### src/hw/flash_boot_pkg.sv
package flash_boot_pkg;
  // ==========================================
  // Register map (byte offsets)
  localparam logic [3:0]  off_overlay_ctrl = 4'h0;
  localparam logic [3:0]  off_status       = 4'h4;
  localparam logic [3:0]  off_erase_cmd    = 4'h8;
  localparam logic [7:0]  overlay_reset    = 8'h00;
  localparam int          overlay_en_bit   = 3;
  localparam logic [31:0] erase_block_max  = 32'h0000000b;
  localparam logic [3:0]  be_low_lane      = 4'h1;
  // Status field positions
  localparam int st_mode_lsb    = 0;
  localparam int st_mode_valid  = 2;
  localparam int st_boot_lsb    = 3;
  localparam int st_erase_busy  = 6;
  localparam int st_erase_error = 7;
  localparam int st_blocked     = 8;
  localparam int st_baud_lsb    = 12;
  // ==========================================
  // Overlay geometry
  localparam logic [11:0] ram_window_page = 12'hffa;
  localparam logic [8:0]  flash_low_zero  = 9'h000;
  // ==========================================
  // Serial handshake
  localparam logic [7:0] adjust_end_byte = 8'h00;
  localparam logic [7:0] host_ack_byte   = 8'h55;
  localparam logic [7:0] host_sync_byte  = 8'h00;
  localparam int         low_bits_of_sync = 9;
  localparam int         frame_bits       = 10;
  localparam int         meas_w           = 22;
  localparam int         baud_w           = 20;
  localparam logic [1:0] strap_settle     = 2'h3;
  // ==========================================
  // Modes and states
  typedef enum logic [1:0] {
    mode_user, mode_user_boot, mode_boot, mode_user_program
  } mode_t;
  typedef enum logic [2:0] {
    bs_off, bs_measure, bs_send_end, bs_wait_ack, bs_auto_erase,
    bs_ready, bs_fail
  } boot_t;
endpackage

### src/hw/serial_link_if.sv
`timescale 1ns/10ps
interface serial_link_if;
  import flash_boot_pkg::*;
  logic              rx_level;
  logic              meas_start;
  logic              meas_done;
  logic [meas_w-1:0] meas_low;
  logic [baud_w-1:0] bit_cycles;
  logic              rx_enable;
  logic              rx_valid;
  logic              rx_err;
  logic [7:0]        rx_data;
  logic              tx_start;
  logic [7:0]        tx_data;
  logic              tx_done;
  modport ctrl (input meas_done, meas_low, rx_valid, rx_err, rx_data,
                tx_done, output rx_level, meas_start, bit_cycles,
                rx_enable, tx_start, tx_data);
  modport rx (input rx_level, meas_start, bit_cycles, rx_enable,
              output meas_done, meas_low, rx_valid, rx_err, rx_data);
  modport tx (input bit_cycles, tx_start, tx_data, output tx_done);
endinterface

### src/hw/flash_boot_entry_and_ram_emulation.sv
`timescale 1ns/10ps
// Operation
// - Erase block parameter 0 to 11 selects erase blocks zero to eleven.
// - Any erase block parameter above 11 reports an error.
// - Enabled overlay maps RAM window FFA000-FFAFFF onto chosen flash area.
// - Overlay control bits 7 to 4 read zero; writes ignored.
// - Overlay control bit 3 enables RAM emulation; resets to zero.
// - While emulation is enabled all program and erase is blocked.
// - Area code 000..111 selects 4-Kbyte blocks zero through seven.
// - Area code acts only while enable bit is one.
// - On-board programming entered only at reset with emulator pin low.
// - Emulator pin low: 001 user boot, 010 boot, 11x user program.
// - Boot mode ignores interrupts; system raises none.
// - Boot serial uses 8 data bits, one stop, no parity.
// - Host sends 00 bytes; device measures low time and sets baud.
// - After baud adjustment the device sends one 00 byte.
// - After host sends 55 the device erases whole user and user boot flash.
module flash_boot_entry_and_ram_emulation (
  input  wire logic        clk,
  input  wire logic        reset,
  input  wire logic [3:0]  avs_address,
  input  wire logic        avs_read,
  input  wire logic        avs_write,
  input  wire logic [31:0] avs_writedata,
  input  wire logic [3:0]  avs_byteenable,
  output logic [31:0]      avs_readdata,
  output logic             avs_waitrequest,
  input  wire logic        emulator_enable_pin,
  input  wire logic        mode_pin_2,
  input  wire logic        mode_pin_1,
  input  wire logic        mode_pin_0,
  input  wire logic        serial_rx,
  output logic             serial_tx,
  input  wire logic [23:0] cpu_addr,
  output logic [23:0]      mapped_addr,
  output logic             overlay_hit,
  output logic             pe_blocked,
  output logic             irq_block,
  output logic             erase_start,
  output logic             erase_all_start,
  output logic [3:0]       erase_block,
  input  wire logic        flash_done,
  output flash_boot_pkg::mode_t op_mode,
  output logic             mode_valid
);
  import flash_boot_pkg::*;

  // ==========================================
  // State
  typedef struct packed {
    logic [3:0]        pin_meta;
    logic [3:0]        pin_sync;
    logic              rx_meta;
    logic              rx_sync;
    logic [1:0]        settle;
    logic              mode_valid;
    mode_t             mode;
    logic              irq_block;
    boot_t             boot;
    logic [baud_w-1:0] bit_cycles;
    logic              meas_start;
    logic              rx_enable;
    logic              tx_start;
    logic              ovl_en;
    logic [2:0]        ovl_area;
    logic [23:0]       mapped_addr;
    logic              overlay_hit;
    logic              erase_start;
    logic              erase_all_start;
    logic [3:0]        erase_block;
    logic              erase_busy;
    logic              erase_error;
    logic              waitrequest;
    logic [31:0]       readdata;
  } top_state_t;

  top_state_t cur;
  top_state_t next_cur;
  serial_link_if link ();

  // ==========================================
  // Helpers
  function automatic mode_t decode_mode(input logic [3:0] pins);
    mode_t m;
    m = mode_user;
    if (!pins[3]) begin
      case (pins[2:0])
        3'h1: m = mode_user_boot;
        3'h2: m = mode_boot;
        3'h6, 3'h7: m = mode_user_program;
        default: m = mode_user;
      endcase
    end
    return m;
  endfunction

  function automatic logic [baud_w-1:0] baud_from_low(
    input logic [meas_w-1:0] low);
    logic [meas_w:0] t;
    t = {1'b0, low} + (meas_w + 1)'(low_bits_of_sync / 2);
    return baud_w'(t / (meas_w + 1)'(low_bits_of_sync));
  endfunction

  function automatic logic overlay_match(input logic en,
    input logic [2:0] area, input logic [23:0] addr);
    return en && addr[23:15] == flash_low_zero &&
           addr[14:12] == area;
  endfunction

  logic [31:0] status_word;
  logic        erase_allowed;

  always_comb begin
    status_word = '0;
    status_word[st_mode_lsb +: 2]   = cur.mode;
    status_word[st_mode_valid]      = cur.mode_valid;
    status_word[st_boot_lsb +: 3]   = cur.boot;
    status_word[st_erase_busy]      = cur.erase_busy;
    status_word[st_erase_error]     = cur.erase_error;
    status_word[st_blocked]         = cur.ovl_en;
    status_word[st_baud_lsb +: baud_w] = cur.bit_cycles;
  end

  assign erase_allowed = cur.mode == mode_user_program ||
                         cur.boot == bs_ready;

  // ==========================================
  // Next state
  always_comb begin
    next_cur = cur;
    next_cur.pin_meta = {emulator_enable_pin, mode_pin_2, mode_pin_1,
                         mode_pin_0};
    next_cur.pin_sync = cur.pin_meta;
    next_cur.rx_meta = serial_rx;
    next_cur.rx_sync = cur.rx_meta;
    next_cur.meas_start = 1'b0;
    next_cur.tx_start = 1'b0;
    next_cur.erase_start = 1'b0;
    next_cur.erase_all_start = 1'b0;

    // Strap capture once the pin synchroniser has filled
    if (!cur.mode_valid) begin
      if (cur.settle == strap_settle) begin
        next_cur.mode_valid = 1'b1;
        next_cur.mode = decode_mode(cur.pin_sync);
        next_cur.irq_block = decode_mode(cur.pin_sync) == mode_boot;
        if (decode_mode(cur.pin_sync) == mode_boot) begin
          next_cur.boot = bs_measure;
          next_cur.meas_start = 1'b1;
        end
      end else begin
        next_cur.settle = cur.settle + 2'h1;
      end
    end

    // Boot entry handshake
    case (cur.boot)
      bs_off: begin
      end
      bs_measure: if (link.meas_done) begin
        next_cur.bit_cycles = baud_from_low(link.meas_low);
        if (baud_from_low(link.meas_low) == '0) begin
          next_cur.boot = bs_fail;
        end else begin
          next_cur.tx_start = 1'b1;
          next_cur.boot = bs_send_end;
        end
      end
      bs_send_end: if (link.tx_done) begin
        next_cur.rx_enable = 1'b1;
        next_cur.boot = bs_wait_ack;
      end
      // Trailing sync bytes may still arrive before the answer
      bs_wait_ack: begin
        if (link.rx_err) begin
          next_cur.rx_enable = 1'b0;
          next_cur.boot = bs_fail;
        end else if (link.rx_valid) begin
          if (link.rx_data == host_ack_byte) begin
            next_cur.rx_enable = 1'b0;
            next_cur.erase_all_start = 1'b1;
            next_cur.erase_busy = 1'b1;
            next_cur.boot = bs_auto_erase;
          end else if (link.rx_data != host_sync_byte) begin
            next_cur.rx_enable = 1'b0;
            next_cur.boot = bs_fail;
          end
        end
      end
      bs_auto_erase: if (flash_done) begin
        next_cur.erase_busy = 1'b0;
        next_cur.boot = bs_ready;
      end
      bs_ready, bs_fail: begin
      end
      default: next_cur.boot = bs_off;
    endcase

    if (cur.erase_busy && flash_done && cur.boot != bs_auto_erase)
      next_cur.erase_busy = 1'b0;

    // Overlay address redirection, one cycle of latency
    next_cur.overlay_hit = overlay_match(cur.ovl_en, cur.ovl_area,
                                         cpu_addr);
    next_cur.mapped_addr = cpu_addr;
    if (overlay_match(cur.ovl_en, cur.ovl_area, cpu_addr))
      next_cur.mapped_addr = {ram_window_page, cpu_addr[11:0]};

    // Register slave: answer one cycle after the request is taken
    if (!cur.waitrequest) begin
      next_cur.waitrequest = 1'b1;
      if (avs_write) begin
        case (avs_address)
          off_overlay_ctrl: begin
            // Ignored while boot programs own the flash
            if ((avs_byteenable & be_low_lane) != 4'h0 &&
                (cur.mode == mode_user ||
                 cur.mode == mode_user_program)) begin
              next_cur.ovl_en = avs_writedata[overlay_en_bit];
              next_cur.ovl_area = avs_writedata[2:0];
            end
          end
          off_erase_cmd: if (!cur.erase_busy) begin
            if (avs_writedata > erase_block_max) begin
              next_cur.erase_error = 1'b1;
            end else if (cur.ovl_en || !erase_allowed) begin
              next_cur.erase_error = 1'b1;
            end else begin
              next_cur.erase_error = 1'b0;
              next_cur.erase_block = avs_writedata[3:0];
              next_cur.erase_start = 1'b1;
              next_cur.erase_busy = 1'b1;
            end
          end
          default: begin
          end
        endcase
      end
    end else if (avs_read || avs_write) begin
      next_cur.waitrequest = 1'b0;
      case (avs_address)
        off_overlay_ctrl:
          next_cur.readdata = {28'h0, cur.ovl_en, cur.ovl_area};
        off_status: next_cur.readdata = status_word;
        off_erase_cmd: next_cur.readdata = {28'h0, cur.erase_block};
        default: next_cur.readdata = '0;
      endcase
    end
  end

  // ==========================================
  // Registers
  always_ff @(posedge clk) begin
    if (reset) begin
      cur <= '0;
      cur.ovl_en <= overlay_reset[overlay_en_bit];
      cur.pin_meta <= 4'hf;
      cur.pin_sync <= 4'hf;
      cur.rx_meta <= 1'b1;
      cur.rx_sync <= 1'b1;
      cur.waitrequest <= 1'b1;
    end else begin
      cur <= next_cur;
    end
  end

  // ==========================================
  // Serial engines
  assign link.rx_level   = cur.rx_sync;
  assign link.meas_start = cur.meas_start;
  assign link.bit_cycles = cur.bit_cycles;
  assign link.rx_enable  = cur.rx_enable;
  assign link.tx_start   = cur.tx_start;
  assign link.tx_data    = adjust_end_byte;

  serial_rx_unit u_rx (
    .clk   (clk),
    .reset (reset),
    .link  (link.rx)
  );

  serial_tx_unit u_tx (
    .clk       (clk),
    .reset     (reset),
    .link      (link.tx),
    .serial_tx (serial_tx)
  );

  // ==========================================
  // Outputs
  assign avs_readdata    = cur.readdata;
  assign avs_waitrequest = cur.waitrequest;
  assign mapped_addr     = cur.mapped_addr;
  assign overlay_hit     = cur.overlay_hit;
  assign pe_blocked      = cur.ovl_en;
  assign irq_block       = cur.irq_block;
  assign erase_start     = cur.erase_start;
  assign erase_all_start = cur.erase_all_start;
  assign erase_block     = cur.erase_block;
  assign op_mode         = cur.mode;
  assign mode_valid      = cur.mode_valid;
endmodule

### src/hw/serial_rx_unit.sv
`timescale 1ns/10ps
module serial_rx_unit (
  input wire logic    clk,
  input wire logic    reset,
  serial_link_if.rx   link
);
  import flash_boot_pkg::*;
  typedef enum logic [2:0] {
    r_off, r_meas_high, r_meas_low, r_arm, r_idle, r_start, r_bits, r_stop
  } rx_st_t;
  typedef struct packed {
    rx_st_t            st;
    logic [meas_w-1:0] cnt;
    logic [2:0]        nbit;
    logic [7:0]        shift;
    logic              meas_done;
    logic [meas_w-1:0] meas_low;
    logic              valid;
    logic              err;
  } rx_state_t;
  rx_state_t cur;
  rx_state_t next_cur;
  logic [meas_w-1:0] bit_end;
  logic [meas_w-1:0] half_end;

  assign bit_end  = meas_w'(link.bit_cycles) - meas_w'(1);
  assign half_end = meas_w'(link.bit_cycles >> 1);
  assign link.meas_done = cur.meas_done;
  assign link.meas_low  = cur.meas_low;
  assign link.rx_valid  = cur.valid;
  assign link.rx_err    = cur.err;
  assign link.rx_data   = cur.shift;

  always_comb begin
    next_cur = cur;
    next_cur.meas_done = 1'b0;
    next_cur.valid = 1'b0;
    next_cur.err = 1'b0;
    next_cur.cnt = cur.cnt + meas_w'(1);
    case (cur.st)
      r_off: begin
        if (link.meas_start) next_cur.st = r_meas_high;
        else if (link.rx_enable) next_cur.st = r_arm;
      end
      // Low time of one sync byte: start bit plus eight zero bits
      r_meas_high: begin
        next_cur.cnt = '0;
        if (!link.rx_level) next_cur.st = r_meas_low;
      end
      r_meas_low: begin
        if (&cur.cnt) next_cur.cnt = cur.cnt;
        if (link.rx_level) begin
          next_cur.meas_done = 1'b1;
          next_cur.meas_low = cur.cnt;
          next_cur.st = r_off;
        end
      end
      // Wait for idle line so a partial byte is never framed
      r_arm: if (link.rx_level) next_cur.st = r_idle;
      r_idle: begin
        next_cur.cnt = '0;
        if (!link.rx_level) next_cur.st = r_start;
      end
      r_start: if (cur.cnt == half_end) begin
        next_cur.cnt = '0;
        next_cur.nbit = '0;
        next_cur.st = link.rx_level ? r_idle : r_bits;
      end
      r_bits: if (cur.cnt == bit_end) begin
        next_cur.cnt = '0;
        next_cur.shift = {link.rx_level, cur.shift[7:1]};
        next_cur.nbit = cur.nbit + 3'h1;
        if (&cur.nbit) next_cur.st = r_stop;
      end
      r_stop: if (cur.cnt == bit_end) begin
        next_cur.valid = link.rx_level;
        next_cur.err = !link.rx_level;
        next_cur.st = r_idle;
      end
      default: next_cur.st = r_off;
    endcase
    if (!link.rx_enable && cur.st inside {r_arm, r_idle, r_start, r_bits,
                                          r_stop})
      next_cur.st = r_off;
  end

  always_ff @(posedge clk) begin
    if (reset) cur <= '0;
    else cur <= next_cur;
  end
endmodule

### src/hw/serial_tx_unit.sv
`timescale 1ns/10ps
module serial_tx_unit (
  input wire logic    clk,
  input wire logic    reset,
  serial_link_if.tx   link,
  output logic        serial_tx
);
  import flash_boot_pkg::*;
  typedef struct packed {
    logic                  busy;
    logic [baud_w-1:0]     cnt;
    logic [3:0]            nbit;
    logic [frame_bits-1:0] shift;
    logic                  line;
    logic                  done;
  } tx_state_t;
  tx_state_t cur;
  tx_state_t next_cur;

  assign serial_tx = cur.line;
  assign link.tx_done = cur.done;

  always_comb begin
    next_cur = cur;
    next_cur.done = 1'b0;
    if (!cur.busy) begin
      next_cur.line = 1'b1;
      if (link.tx_start) begin
        // Stop, eight data bits, start; no parity
        next_cur.shift = {1'b1, link.tx_data, 1'b0};
        next_cur.busy = 1'b1;
        next_cur.cnt = '0;
        next_cur.nbit = '0;
        next_cur.line = 1'b0;
      end
    end else if (cur.cnt == link.bit_cycles - baud_w'(1)) begin
      next_cur.cnt = '0;
      next_cur.nbit = cur.nbit + 4'h1;
      next_cur.shift = {1'b1, cur.shift[frame_bits-1:1]};
      next_cur.line = cur.shift[1];
      if (cur.nbit == 4'(frame_bits - 1)) begin
        next_cur.busy = 1'b0;
        next_cur.done = 1'b1;
        next_cur.line = 1'b1;
      end
    end else begin
      next_cur.cnt = cur.cnt + baud_w'(1);
    end
  end

  always_ff @(posedge clk) begin
    if (reset) cur <= '{busy: 1'b0, cnt: '0, nbit: '0, shift: '1,
                        line: 1'b1, done: 1'b0};
    else cur <= next_cur;
  end
endmodule

### config.mk
export PLATFORM = sky130hd
export DESIGN_NAME = flash_boot_entry_and_ram_emulation
export DESIGN_NICKNAME = d
export VERILOG_FILES = /design/src/hw/flash_boot_pkg.sv /design/src/hw/serial_link_if.sv /design/src/hw/flash_boot_entry_and_ram_emulation.sv /design/src/hw/serial_rx_unit.sv /design/src/hw/serial_tx_unit.sv
export SDC_FILE = /design/constraint.sdc
export NUM_CORES = 1
export LEC_CHECK = 0
export BUFFER_PORTS_ARGS = -buffer_cell sky130_fd_sc_hd__buf_2
export CAP_MARGIN = 30
export CORE_ASPECT_RATIO = 0.8
export CORE_UTILIZATION = 60
export DETAILED_ROUTE_END_ITERATION = 16
export PLACE_DENSITY = 0.81
export SETUP_SLACK_MARGIN = 0.02
export SLEW_MARGIN = 20
export SYNTH_ARGS = -nofsm -noshare
export SYNTH_HDL_FRONTEND = slang
export SYNTH_SLANG_ARGS = --single-unit
### constraint.sdc
create_clock -name clk -period 11.1 [get_ports clk]
set_input_delay 1.11 -clock clk [delete_from_list [all_inputs] [get_ports clk]]
set_output_delay 1.11 -clock clk [all_outputs]
set_load 0.01 [all_outputs]
* Word-level counts from Yosys, hierarchy flattened *
Cells that the tools add are included.

word-level totals
  register bits = 210
  bits in latches = 0
  bits in writable memories = 0
  bits in read-only memories = 0
  bits of input ports = 74
  output and inout port bits = 70
  logic and storage cells = 227
  memories kept = 0

operators by class
  add/subtract/negate cells = 8
  $mul = 0
  div/mod/pow operators = 1
  magnitude comparators = 1
  eq/ne operators = 43
  shift-type cells = 0
  mux-type cells = 66
  bitwise logic cells = 17
  reductions and logical operators = 52

operators by type and width
  operator                 count
  $mux W36                 3
  $pmux W32 S3             1
  $pmux W22 S4             1
  $mux W3                  16
  $mux W23                 2
  $mux W33                 1
  $gt A32 B4 Y1 const B    1
  $mux W28                 1
  $eq A3 B3 Y1 const B     9
  $mux W24                 1
  $pmux W3 S8              1
  $add A22 B3 Y23 const B  1
  $div A23 B4 Y23 const B  1
  $add A22 B1 Y22 const B  1
  $eq A22 B19 Y1           1
  $eq A22 B22 Y1           1
  $mux W22                 1
  $reduce_and A22 Y1       1
  $sub A20 B1 Y21 const B  1
  $add A20 B1 Y20 const B  1
  $eq A20 B20 Y1           1
  $logic_not A20 Y1        1
  $mux W1                  20
  $mux W20                 1
  43 further kinds         119

* Logic depth before layout (Yosys ltp) *
Gate-level depths: netlist of the first run.

  depth in word-level cells = 15
  gate-level depth with buffers = 41
  gate-level depth less buffers = 35

* Modules after synthesis *
From an unflattened synthesis of the first run, not the netlist that was laid out.

second synthesis, totals
  cells, all modules = 1795
  area total of the unflattened synthesis = 14271.2 sq um

modules (own cells, without submodules)
  module                              instances  cells an instance  area an instance (sq um)  seq. area each (sq um)
  flash_boot_entry_and_ram_emulation  1          987                7868.8                    2182.1
  serial_rx_unit                      1          492                3837.4                    1221.2
  serial_tx_unit                      1          316                2565.0                    720.7

* Least setup slack after synthesis of the first run *
No wires, ideal clock.

  path kind = reg2reg
  from = register u_rx.cur (netlist bit u_rx.link.meas_low[2])
  to = register cur[95] in the netlist's numbering
  setup time = 0.058 ns
  arrival = 9.329 ns
  required time = 11.042 ns
  setup slack = 1.712 ns
  cell stages (with the launch flop) = 39
  period minus slack after synthesis = 9.388 ns
  cell sequence = dfxtp_1 ha_1 and2_1 buf_4 nand2_1 or4_4 and4_1 buf_2 o22a_1 nand4b_1 o32a_1 nor2_2 or3_1 buf_4 a32oi_2 a21oi_1 mux2_2 o21bai_4 (+3 left out) a211o_1 nor4_4 mux2_2 a2111oi_1 or4_1 a31oi_1 o41a_1 xnor2_1 nand2_1 maj3_2 a32oi_2 a21oi_1 or2_1 ha_1 nand3b_1 a2bb2oi_1 a2111oi_0 o21a_1

between the ends
  word-level cells in the longest chain between the ends = 6

ends and longest elaborated chain
  what                    RTL line                                   RTL
  start, declared         serial_rx_unit.sv:21                       rx_state_t cur;
  start signal, assigned  serial_rx_unit.sv:89                       else cur <= next_cur;
  $add A22 B3 Y23         flash_boot_entry_and_ram_emulation.sv:100  t = {1'b0, low} + (meas_w + 1)'(low_bits_of_sync / 2);
  $div A23 B4 Y23         flash_boot_entry_and_ram_emulation.sv:101  return baud_w'(t / (meas_w + 1)'(low_bits_of_sync));
  $logic_not A20 Y1       flash_boot_entry_and_ram_emulation.sv:162  if (baud_from_low(link.meas_low) == '0) begin
  $mux W3                 flash_boot_entry_and_ram_emulation.sv:162
  $mux W23                flash_boot_entry_and_ram_emulation.sv:160  bs_measure: if (link.meas_done) begin
  $pmux W3 S5             flash_boot_entry_and_ram_emulation.sv:157  case (cur.boot)
  end signal, assigned    flash_boot_entry_and_ram_emulation.sv:263  cur <= next_cur;
  end, declared           flash_boot_entry_and_ram_emulation.sv:77   top_state_t cur;

No other way between the ends.
A chain may end at the register's enable or synchronous reset.

* Final worst setup path of the first run *
  from = register u_rx.cur (netlist bit u_rx.link.meas_low[3])
  to = register cur[95] in the netlist's numbering

Same word-level chain as after synthesis.

==> results.sh, run 1 <==
export IMPL_final_setup_viol_count=0
export IMPL_overflow_left_after_global_routing=0
export IMPL_pre_cts_slack_ps=375
export IMPL_drt_first_pass_iters=6
export IMPL_gr_usage_all_layers=0.288
export IMPL_hold_class="flop to flop"
export IMPL_fp_dieH_um=136
export IMPL_final_design_area_no_fill_um2=14600
export IMPL_first_global_vias=10900
export IMPL_placedInstanceArea_um2=13800
export IMPL_final_cell_mix="206 x sky130_fd_sc_hd__nor2_1, 206 x sky130_fd_sc_hd__dfxtp_1, 138 x sky130_fd_sc_hd__nand2_1, 137 x sky130_fd_sc_hd__buf_2, 112 x sky130_fd_sc_hd__a21oi_1"
export IMPL_synth_async_reset_ratio=0
export IMPL_setup_tns_ps=0
export IMPL_synth_yosys_seq_area_share=0.307
export IMPL_final_min_period_over_clock_period=0.948
export IMPL_reg2reg_slack_ps=580
export IMPL_htree_num_levels=1
export IMPL_worst_slack_ps=580
export IMPL_ant_nets=0
export IMPL_timing_max_slew_rel_slack=0.417
export IMPL_timing_max_cap_violations=0
export IMPL_clock_latency_ps=490
export IMPL_routed_wire_length_per_instance_um=17.1
export IMPL_synth_edff_count=0
export IMPL_grt_antenna_before_repair=0
export IMPL_synth_yosys_warnings=0
export IMPL_cts_root_buf="sky130_fd_sc_hd__clkbuf_16"
export IMPL_grt_start_max_net_pins=79
export IMPL_ys_ff_latch=206
export IMPL_achievable_frequency_mhz=95.1
export IMPL_synth_top_area_cell="sky130_fd_sc_hd__dfxtp_1"
export IMPL_postSynthCellCount=1696
export IMPL_grt_first_pass_wirelength_mm=54.8
export IMPL_critical_path_max_stage_delay_ps=590
export IMPL_finClkSkew_ps=16.0
export IMPL_worst_ir_drop_vdd_mv=0.108
export IMPL_area_growth_pct=9.02
export IMPL_worst_setup_path_type="flop to flop"
export IMPL_post_route_min_period_ps=10520
export IMPL_worst_setup_path_start_kind="flop"
export IMPL_ys_flop_type="sky130_fd_sc_hd__dfxtp_1"
export IMPL_fp_dieW_um=169
export IMPL_dr_iter_0_viols=1273
export IMPL_count_of_vias_placed_by_the_detailed_router=12800
export IMPL_path_max_fanout=8
export IMPL_synth_top_cell_area_share=0.307
export IMPL_run_status="finished, final reports clean"
export IMPL_drive_gt1_frac=0.162
export IMPL_tightestPinTransition_ps=867
export IMPL_core_region_area_um2=21700
export IMPL_synth_area_per_cell_um2=7.91
export IMPL_cts_made_buffers=20
export IMPL_rsz0062_at_grt="no"
export IMPL_cts_tree="done"
export IMPL_mappedNetlistArea_um2=13400
export IMPL_crit_path_frequent_cell="sky130_fd_sc_hd__a21oi_1"
export IMPL_power_density_nw_per_um2=111
export IMPL_placementRows=48
export IMPL_cp_data_arrival_time_ps=10960
export IMPL_finalWeightedCongestion=0.900
export IMPL_cts_max_path_buffers=3
export IMPL_ios=144
export IMPL_start_util=0.617
export IMPL_cp_required_ps=11530
export IMPL_clk_pin_slew_ps=70
export IMPL_cts_sinks=206
export IMPL_post_synth_num_cell_types=113
export IMPL_antenna_cells_inserted=0
export IMPL_finalHoldViolCount=0
export IMPL_worst_path_max_delay_cell="sky130_fd_sc_hd__or4_4"
export IMPL_drc=0
export IMPL_detailed_place_hpwl_mm=25.5
export IMPL_count_of_filler_cells_inserted_in_the_layout=1814
export IMPL_leakage_nw=5.82
export IMPL_dieArea_um2=23000
export IMPL_ys_top_cells_by_area="sky130_fd_sc_hd__dfxtp_1 31%, sky130_fd_sc_hd__nor2_1 5.8%, sky130_fd_sc_hd__xor2_1 4.6%, sky130_fd_sc_hd__a21oi_1 4.2%, sky130_fd_sc_hd__nand2_1 3.9%"
export IMPL_end_kind="flop"
export IMPL_port_buffer_count=137
export IMPL_report_final_slew_viol_count=0
export IMPL_total_routed_length_mm=34.9
export IMPL_final_nets=1812
export IMPL_avgViaCountPerCell=6.28
==> Yosys cell counts, types with 9 or more instances <==
cell type,instances
sky130_fd_sc_hd__or4_1,12
sky130_fd_sc_hd__nor4_1,33
sky130_fd_sc_hd__o21ai_0,65
sky130_fd_sc_hd__nand3_1,45
sky130_fd_sc_hd__or2_2,14
sky130_fd_sc_hd__a31oi_1,15
sky130_fd_sc_hd__a211o_1,9
sky130_fd_sc_hd__xnor2_1,54
sky130_fd_sc_hd__a22oi_1,33
sky130_fd_sc_hd__nand4_1,36
sky130_fd_sc_hd__a211oi_1,20
sky130_fd_sc_hd__mux2i_1,29
sky130_fd_sc_hd__o31ai_1,9
sky130_fd_sc_hd__or3_1,12
sky130_fd_sc_hd__a21oi_1,112
sky130_fd_sc_hd__xor2_1,71
sky130_fd_sc_hd__nand2_1,138
sky130_fd_sc_hd__nor3_1,50
sky130_fd_sc_hd__buf_4,66
sky130_fd_sc_hd__nor2_1,206
sky130_fd_sc_hd__nand2b_1,10
sky130_fd_sc_hd__nor2b_1,21
sky130_fd_sc_hd__o211ai_1,15
sky130_fd_sc_hd__dfxtp_1,206
sky130_fd_sc_hd__a221o_1,10
sky130_fd_sc_hd__and2_1,13
sky130_fd_sc_hd__clkbuf_1,88
sky130_fd_sc_hd__ha_1,13
sky130_fd_sc_hd__and3_1,34
sky130_fd_sc_hd__nor3b_1,18
sky130_fd_sc_hd__inv_1,26
sky130_fd_sc_hd__o21ai_1,11
sky130_fd_sc_hd__o21a_1,16
==> stage by stage <==
| stage | power, mW | util | hold WS, ps | cells |
|---|---|---|---|---|
| 3_3_place_gp | 0.956 | 0.635 | 398 | 1996 |
| 5_1_grt | 1.69 | 0.673 | 435 | 2037 |
| 4_1_cts | 1.63 | 0.666 | 413 | 2033 |
| 3_5_place_dp | 0.965 | 0.636 | 400 | 1999 |
| 6_report | 1.63 | 0.673 | 410 | 2037 |
| 2_1_floorplan | 0.919 | - | 389 | 1698 |
==> cell type report <==
class | instances | area (um^2) | share of cell area
clock buffers | 28 | 582 | 0.0398
repair buffers | 167 | 927 | 0.0634
well taps | 300 | 375 | 0.0257
multi-input cells | 1304 | 8460 | 0.578
clock inverters | 6 | 65.1 | 0.00445
flip-flops and latches | 206 | 4120 | 0.282
inverters | 26 | 97.6 | 0.00667
==> state kept, by name (all words and copies together) (netlist names), 2 cells and up <==
register	cells
u_rx.link.meas_low	22
u_rx.link.rx_data	8
link.bit_cycles	20
mapped_addr	24
u_rx.cur	28
cur	19
avs_readdata	29
erase_block	4
u_tx.cur	34
op_mode	2
==> logic make-up after synthesis <==
group / share of synthesized area
AND/OR/NAND/NOR: 0.265
flip-flops: 0.307
multiplexers: 0.0286
adder cells (fa/ha/maj): 0.0130
AO/OA/AOI/OAI: 0.232
other: 0.000280
buffers and inverters: 0.0722
XOR/XNOR: 0.0816
==> worst max-delay path: cells and delay by family, from the launching register on <==
kind	cells	cell delay, ps
adder cells (fa/ha/maj)	3	980
flip-flops	1	390
AO/OA/AOI/OAI	16	4110
buffers and inverters	1	200
multiplexers	2	820
AND/OR/NAND/NOR	14	3960
==> report_power, final <==
| group | internal [mW] | switching [mW] | total, mW |
|---|---|---|---|
| clock | 0.391 | 0.285 | 0.676 |
| combinational | 0.0603 | 0.108 | 0.168 |
| sequential | 0.759 | 0.0262 | 0.785 |
==> worst paths after layout <==
| check | startpoint | endpoint | cells past startpoint |
|---|---|---|---|
| max reg2reg | u_rx.link.meas_low[3] | cur[95] | 36 |
| min | cur[110] | cur[106] | 1 |
| max | u_rx.link.meas_low[3] | cur[95] | 36 |
| min reg2reg | cur[110] | cur[106] | 1 |
==> what timing repair did <==
| item | 4_1_cts | 5_1_grt |
|---|---|---|
| buffers inserted | 0 | 2 |
| setup endpoints to repair | 0 | 4 |
| hold buffers | 0 | 0 |
| gates resized for setup | 0 | 16 |
==> routing by layer <==
layer  vias up  GRT usage  part of all wire
met2       422      0.448              0.44
met1      6097      0.429              0.48
met5         -          0                 0
met3        60     0.0304             0.058
li1       6204          -                 -
met4         0     0.0576             0.017
No activity file was read; power rests on OpenSTA's default activity.
==> run 2: changes to the inputs <==
--- a/config.mk
+++ b/config.mk
@@ -7,10 +7,9 @@
 export LEC_CHECK = 0
 export BUFFER_PORTS_ARGS = -buffer_cell sky130_fd_sc_hd__buf_2
 export CAP_MARGIN = 30
-export CORE_ASPECT_RATIO = 0.8
-export CORE_UTILIZATION = 60
+export CORE_UTILIZATION = 49
 export DETAILED_ROUTE_END_ITERATION = 16
-export PLACE_DENSITY = 0.81
+export PLACE_DENSITY = 0.68
 export SETUP_SLACK_MARGIN = 0.02
 export SLEW_MARGIN = 20
 export SYNTH_ARGS = -nofsm -noshare
==> run 2 against run 1 <==
Against the previous run:
- cell count up 2.8%
- highest routed layer unchanged
- routed wire length down 0.28%
- sequential share of layout area fell by 0.58 points
- sequential power barely moved
- clock skew is 2.4 ps higher
- count of clock-buffer cells in the layout increased by 4
- critical path depth grew 2
- global-route usage shrank 5.2 points
- first-iteration DRC count down 26%
- non-clock buffer count is 12 higher
- worst hold slack got worse by 4.5 ps
- die area rose by 22%
==> results.sh, run 2 (synthesis gave the netlist of run 1 again) <==
export IMPL_ios=144
export IMPL_timing_max_cap_violations=0
export IMPL_number_of_flip_flops_under_the_largest_register_name=34
export IMPL_clock_latency_ps=500
export IMPL_start_util=0.499
export IMPL_grt_antenna_before_repair=0
export IMPL_port_buffer_count=137
export IMPL_fp_dieH_um=167
export IMPL_hold_class="flop to flop"
export IMPL_report_final_slew_viol_count=0
export IMPL_worst_setup_path_type="flop to flop"
export IMPL_grt_start_max_net_pins=105
export IMPL_pre_cts_slack_ps=413
export IMPL_crit_path_frequent_cell="sky130_fd_sc_hd__buf_4"
export IMPL_mostFrequentLayoutCell="sky130_fd_sc_hd__dfxtp_1"
export IMPL_clk_pin_slew_ps=60
export IMPL_critical_path_max_stage_delay_ps=480
export IMPL_run_status="finished, final reports clean"
export IMPL_p_int_mw=1.28
export IMPL_hp_start="cur[110]"
export IMPL_setup_tns_ps=0
export IMPL_final_min_period_over_clock_period=0.952
export IMPL_htree_num_levels=1
export IMPL_tightestPinTransition_ps=1040
export IMPL_final_cell_mix="206 x sky130_fd_sc_hd__dfxtp_1, 205 x sky130_fd_sc_hd__nor2_1, 138 x sky130_fd_sc_hd__nand2_1, 137 x sky130_fd_sc_hd__buf_2, 112 x sky130_fd_sc_hd__a21oi_1"
export IMPL_detailed_place_hpwl_mm=25.5
export IMPL_share_clk_of_total_power=0.442
export IMPL_worst_ir_drop_vdd_mv=0.0881
export IMPL_avgViaCountPerCell=6.02
export IMPL_end_kind="flop"
export IMPL_fp_dieW_um=167
export IMPL_worst_r2r_cell_count=38
export IMPL_r2r_start="u_rx.link.meas_low[3]"
export IMPL_timing_max_slew_rel_slack=0.305
export IMPL_grt_first_pass_wirelength_mm=56.0
export IMPL_core_region_area_um2=26900
export IMPL_registers_top_by_ff_count="u_tx.cur"
export IMPL_cts_made_buffers=22
export IMPL_finalHoldViolCount=0
export IMPL_drive_gt1_frac=0.172
export IMPL_combPwrFrac=0.097
export IMPL_cp_data_arrival_time_ps=11010
export IMPL_worstHoldEndpoint="cur[106]"
export IMPL_drt_first_pass_iters=5
export IMPL_cts_tree="done"
export IMPL_total_routed_length_mm=34.8
export IMPL_cts_root_buf="sky130_fd_sc_hd__clkbuf_16"
export IMPL_area_growth_pct=11.3
export IMPL_worst_setup_path_start_kind="flop"
export IMPL_swShare=0.249
export IMPL_routed_wire_length_per_instance_um=16.6
export IMPL_rsz0062_at_grt="no"
export IMPL_worst_r2r_endpoint="cur[95]"
export IMPL_worst_slack_ps=537
export IMPL_power_switching_mw=0.424
export IMPL_placementRows=60
export IMPL_path_max_fanout=9
export IMPL_worst_path_max_delay_cell="sky130_fd_sc_hd__or3_1"
export IMPL_leakage_nw=5.95
export IMPL_dieArea_um2=28000
export IMPL_gr_usage_all_layers=0.236
export IMPL_dr_iter_0_viols=946
export IMPL_post_route_min_period_ps=10560
export IMPL_ant_nets=0
export IMPL_overflow_left_after_global_routing=0
export IMPL_power_density_nw_per_um2=114
export IMPL_worstHoldPathCells=1
export IMPL_cts_max_path_buffers=3
export IMPL_final_nets=1826
export IMPL_cp_required_ps=11550
export IMPL_finClkSkew_ps=18.4
export IMPL_reg2reg_slack_ps=540
export IMPL_drc=0
export IMPL_achievable_frequency_mhz=94.7
export IMPL_antenna_cells_inserted=0
export IMPL_first_global_vias=11200
export IMPL_count_of_vias_placed_by_the_detailed_router=12600
export IMPL_cts_sinks=206
export IMPL_final_setup_viol_count=0
export IMPL_finalWeightedCongestion=0.902
export IMPL_share_seq_of_total_power=0.461
==> run 2: cell count changes in the layout (fill, tap and decap cells not counted), sizes merged <==
cell and change:
clkinvlp -1, bufinv +1, clkinv +2, clkbuf +6, inv -1, buf +10
==> run 2: critical path: cells and delay by family, from the launching register on <==
kind | cells | cell delay [ps]
flops | 1 | 400
fa+ha+maj | 3 | 970
mux | 2 | 840
compound gates | 20 | 5400
simple gates | 10 | 2290
buf+inv | 3 | 590
==> run 2: per-layer routing <==
metal | track usage | routed length, um
met1 | 0.326 | 16100
met2 | 0.399 | 16600
met3 | 0.0253 | 1580
met4 | 0.0447 | 563
met5 | 0 | 0
==> run 2: layout make-up <==
class / count / area (um^2)
Clock buffer: 32 / 659
Sequential cell: 206 / 4120
Timing Repair Buffer: 179 / 1020
Clock inverter: 7 / 88.8
Tap cell: 341 / 427
Inverter: 26 / 97.6
Fill cell: 2484 / 11900
Multi-Input combinational cell: 1304 / 8520
==> run 2: repair_timing <==
action | CTS | global route
resized for setup | 0 | 28
buffers inserted | 0 | 11
hold buffers | 0 | 0
setup endpoints to repair | 0 | 3
==> run 2: how the worst max path moves through the flow <==
stage	start	to	slack, ps	cells after the start
6_report	u_rx.link.meas_low[3]	cur[95]	540	38
4_1_cts	u_rx.link.meas_low[3]	cur[95]	310	37
3_5_place_dp	u_rx.link.meas_low[5]	cur[95]	410	35
5_1_grt	u_rx.link.meas_low[3]	cur[95]	9	36
3_3_place_gp	u_rx.link.meas_low[3]	cur[95]	610	37
2_1_floorplan	u_rx.link.meas_low[2]	cur[95]	1710	38
==> run 2: through the flow <==
stage,total power [mW],hold slack [ps],std cells,utilization,area [um^2]
floorplan,0.919,389,1698,-,13400
global placement,0.957,393,2037,0.516,13900
detailed placement,0.963,393,2041,0.517,13900
CTS,1.71,408,2080,0.545,14600
global route,1.77,416,2095,0.556,14900
finish,1.70,406,2095,0.556,14900
==> run 2: power by group through the flow <==
stage	clock, mW	sequential, mW	combinational (mW)
after global placement	0	0.800	0.157
final	0.753	0.785	0.165
after floorplan	0	0.787	0.132
after CTS	0.763	0.785	0.164
after global routing	0.796	0.789	0.187
after detailed placement	0	0.801	0.163
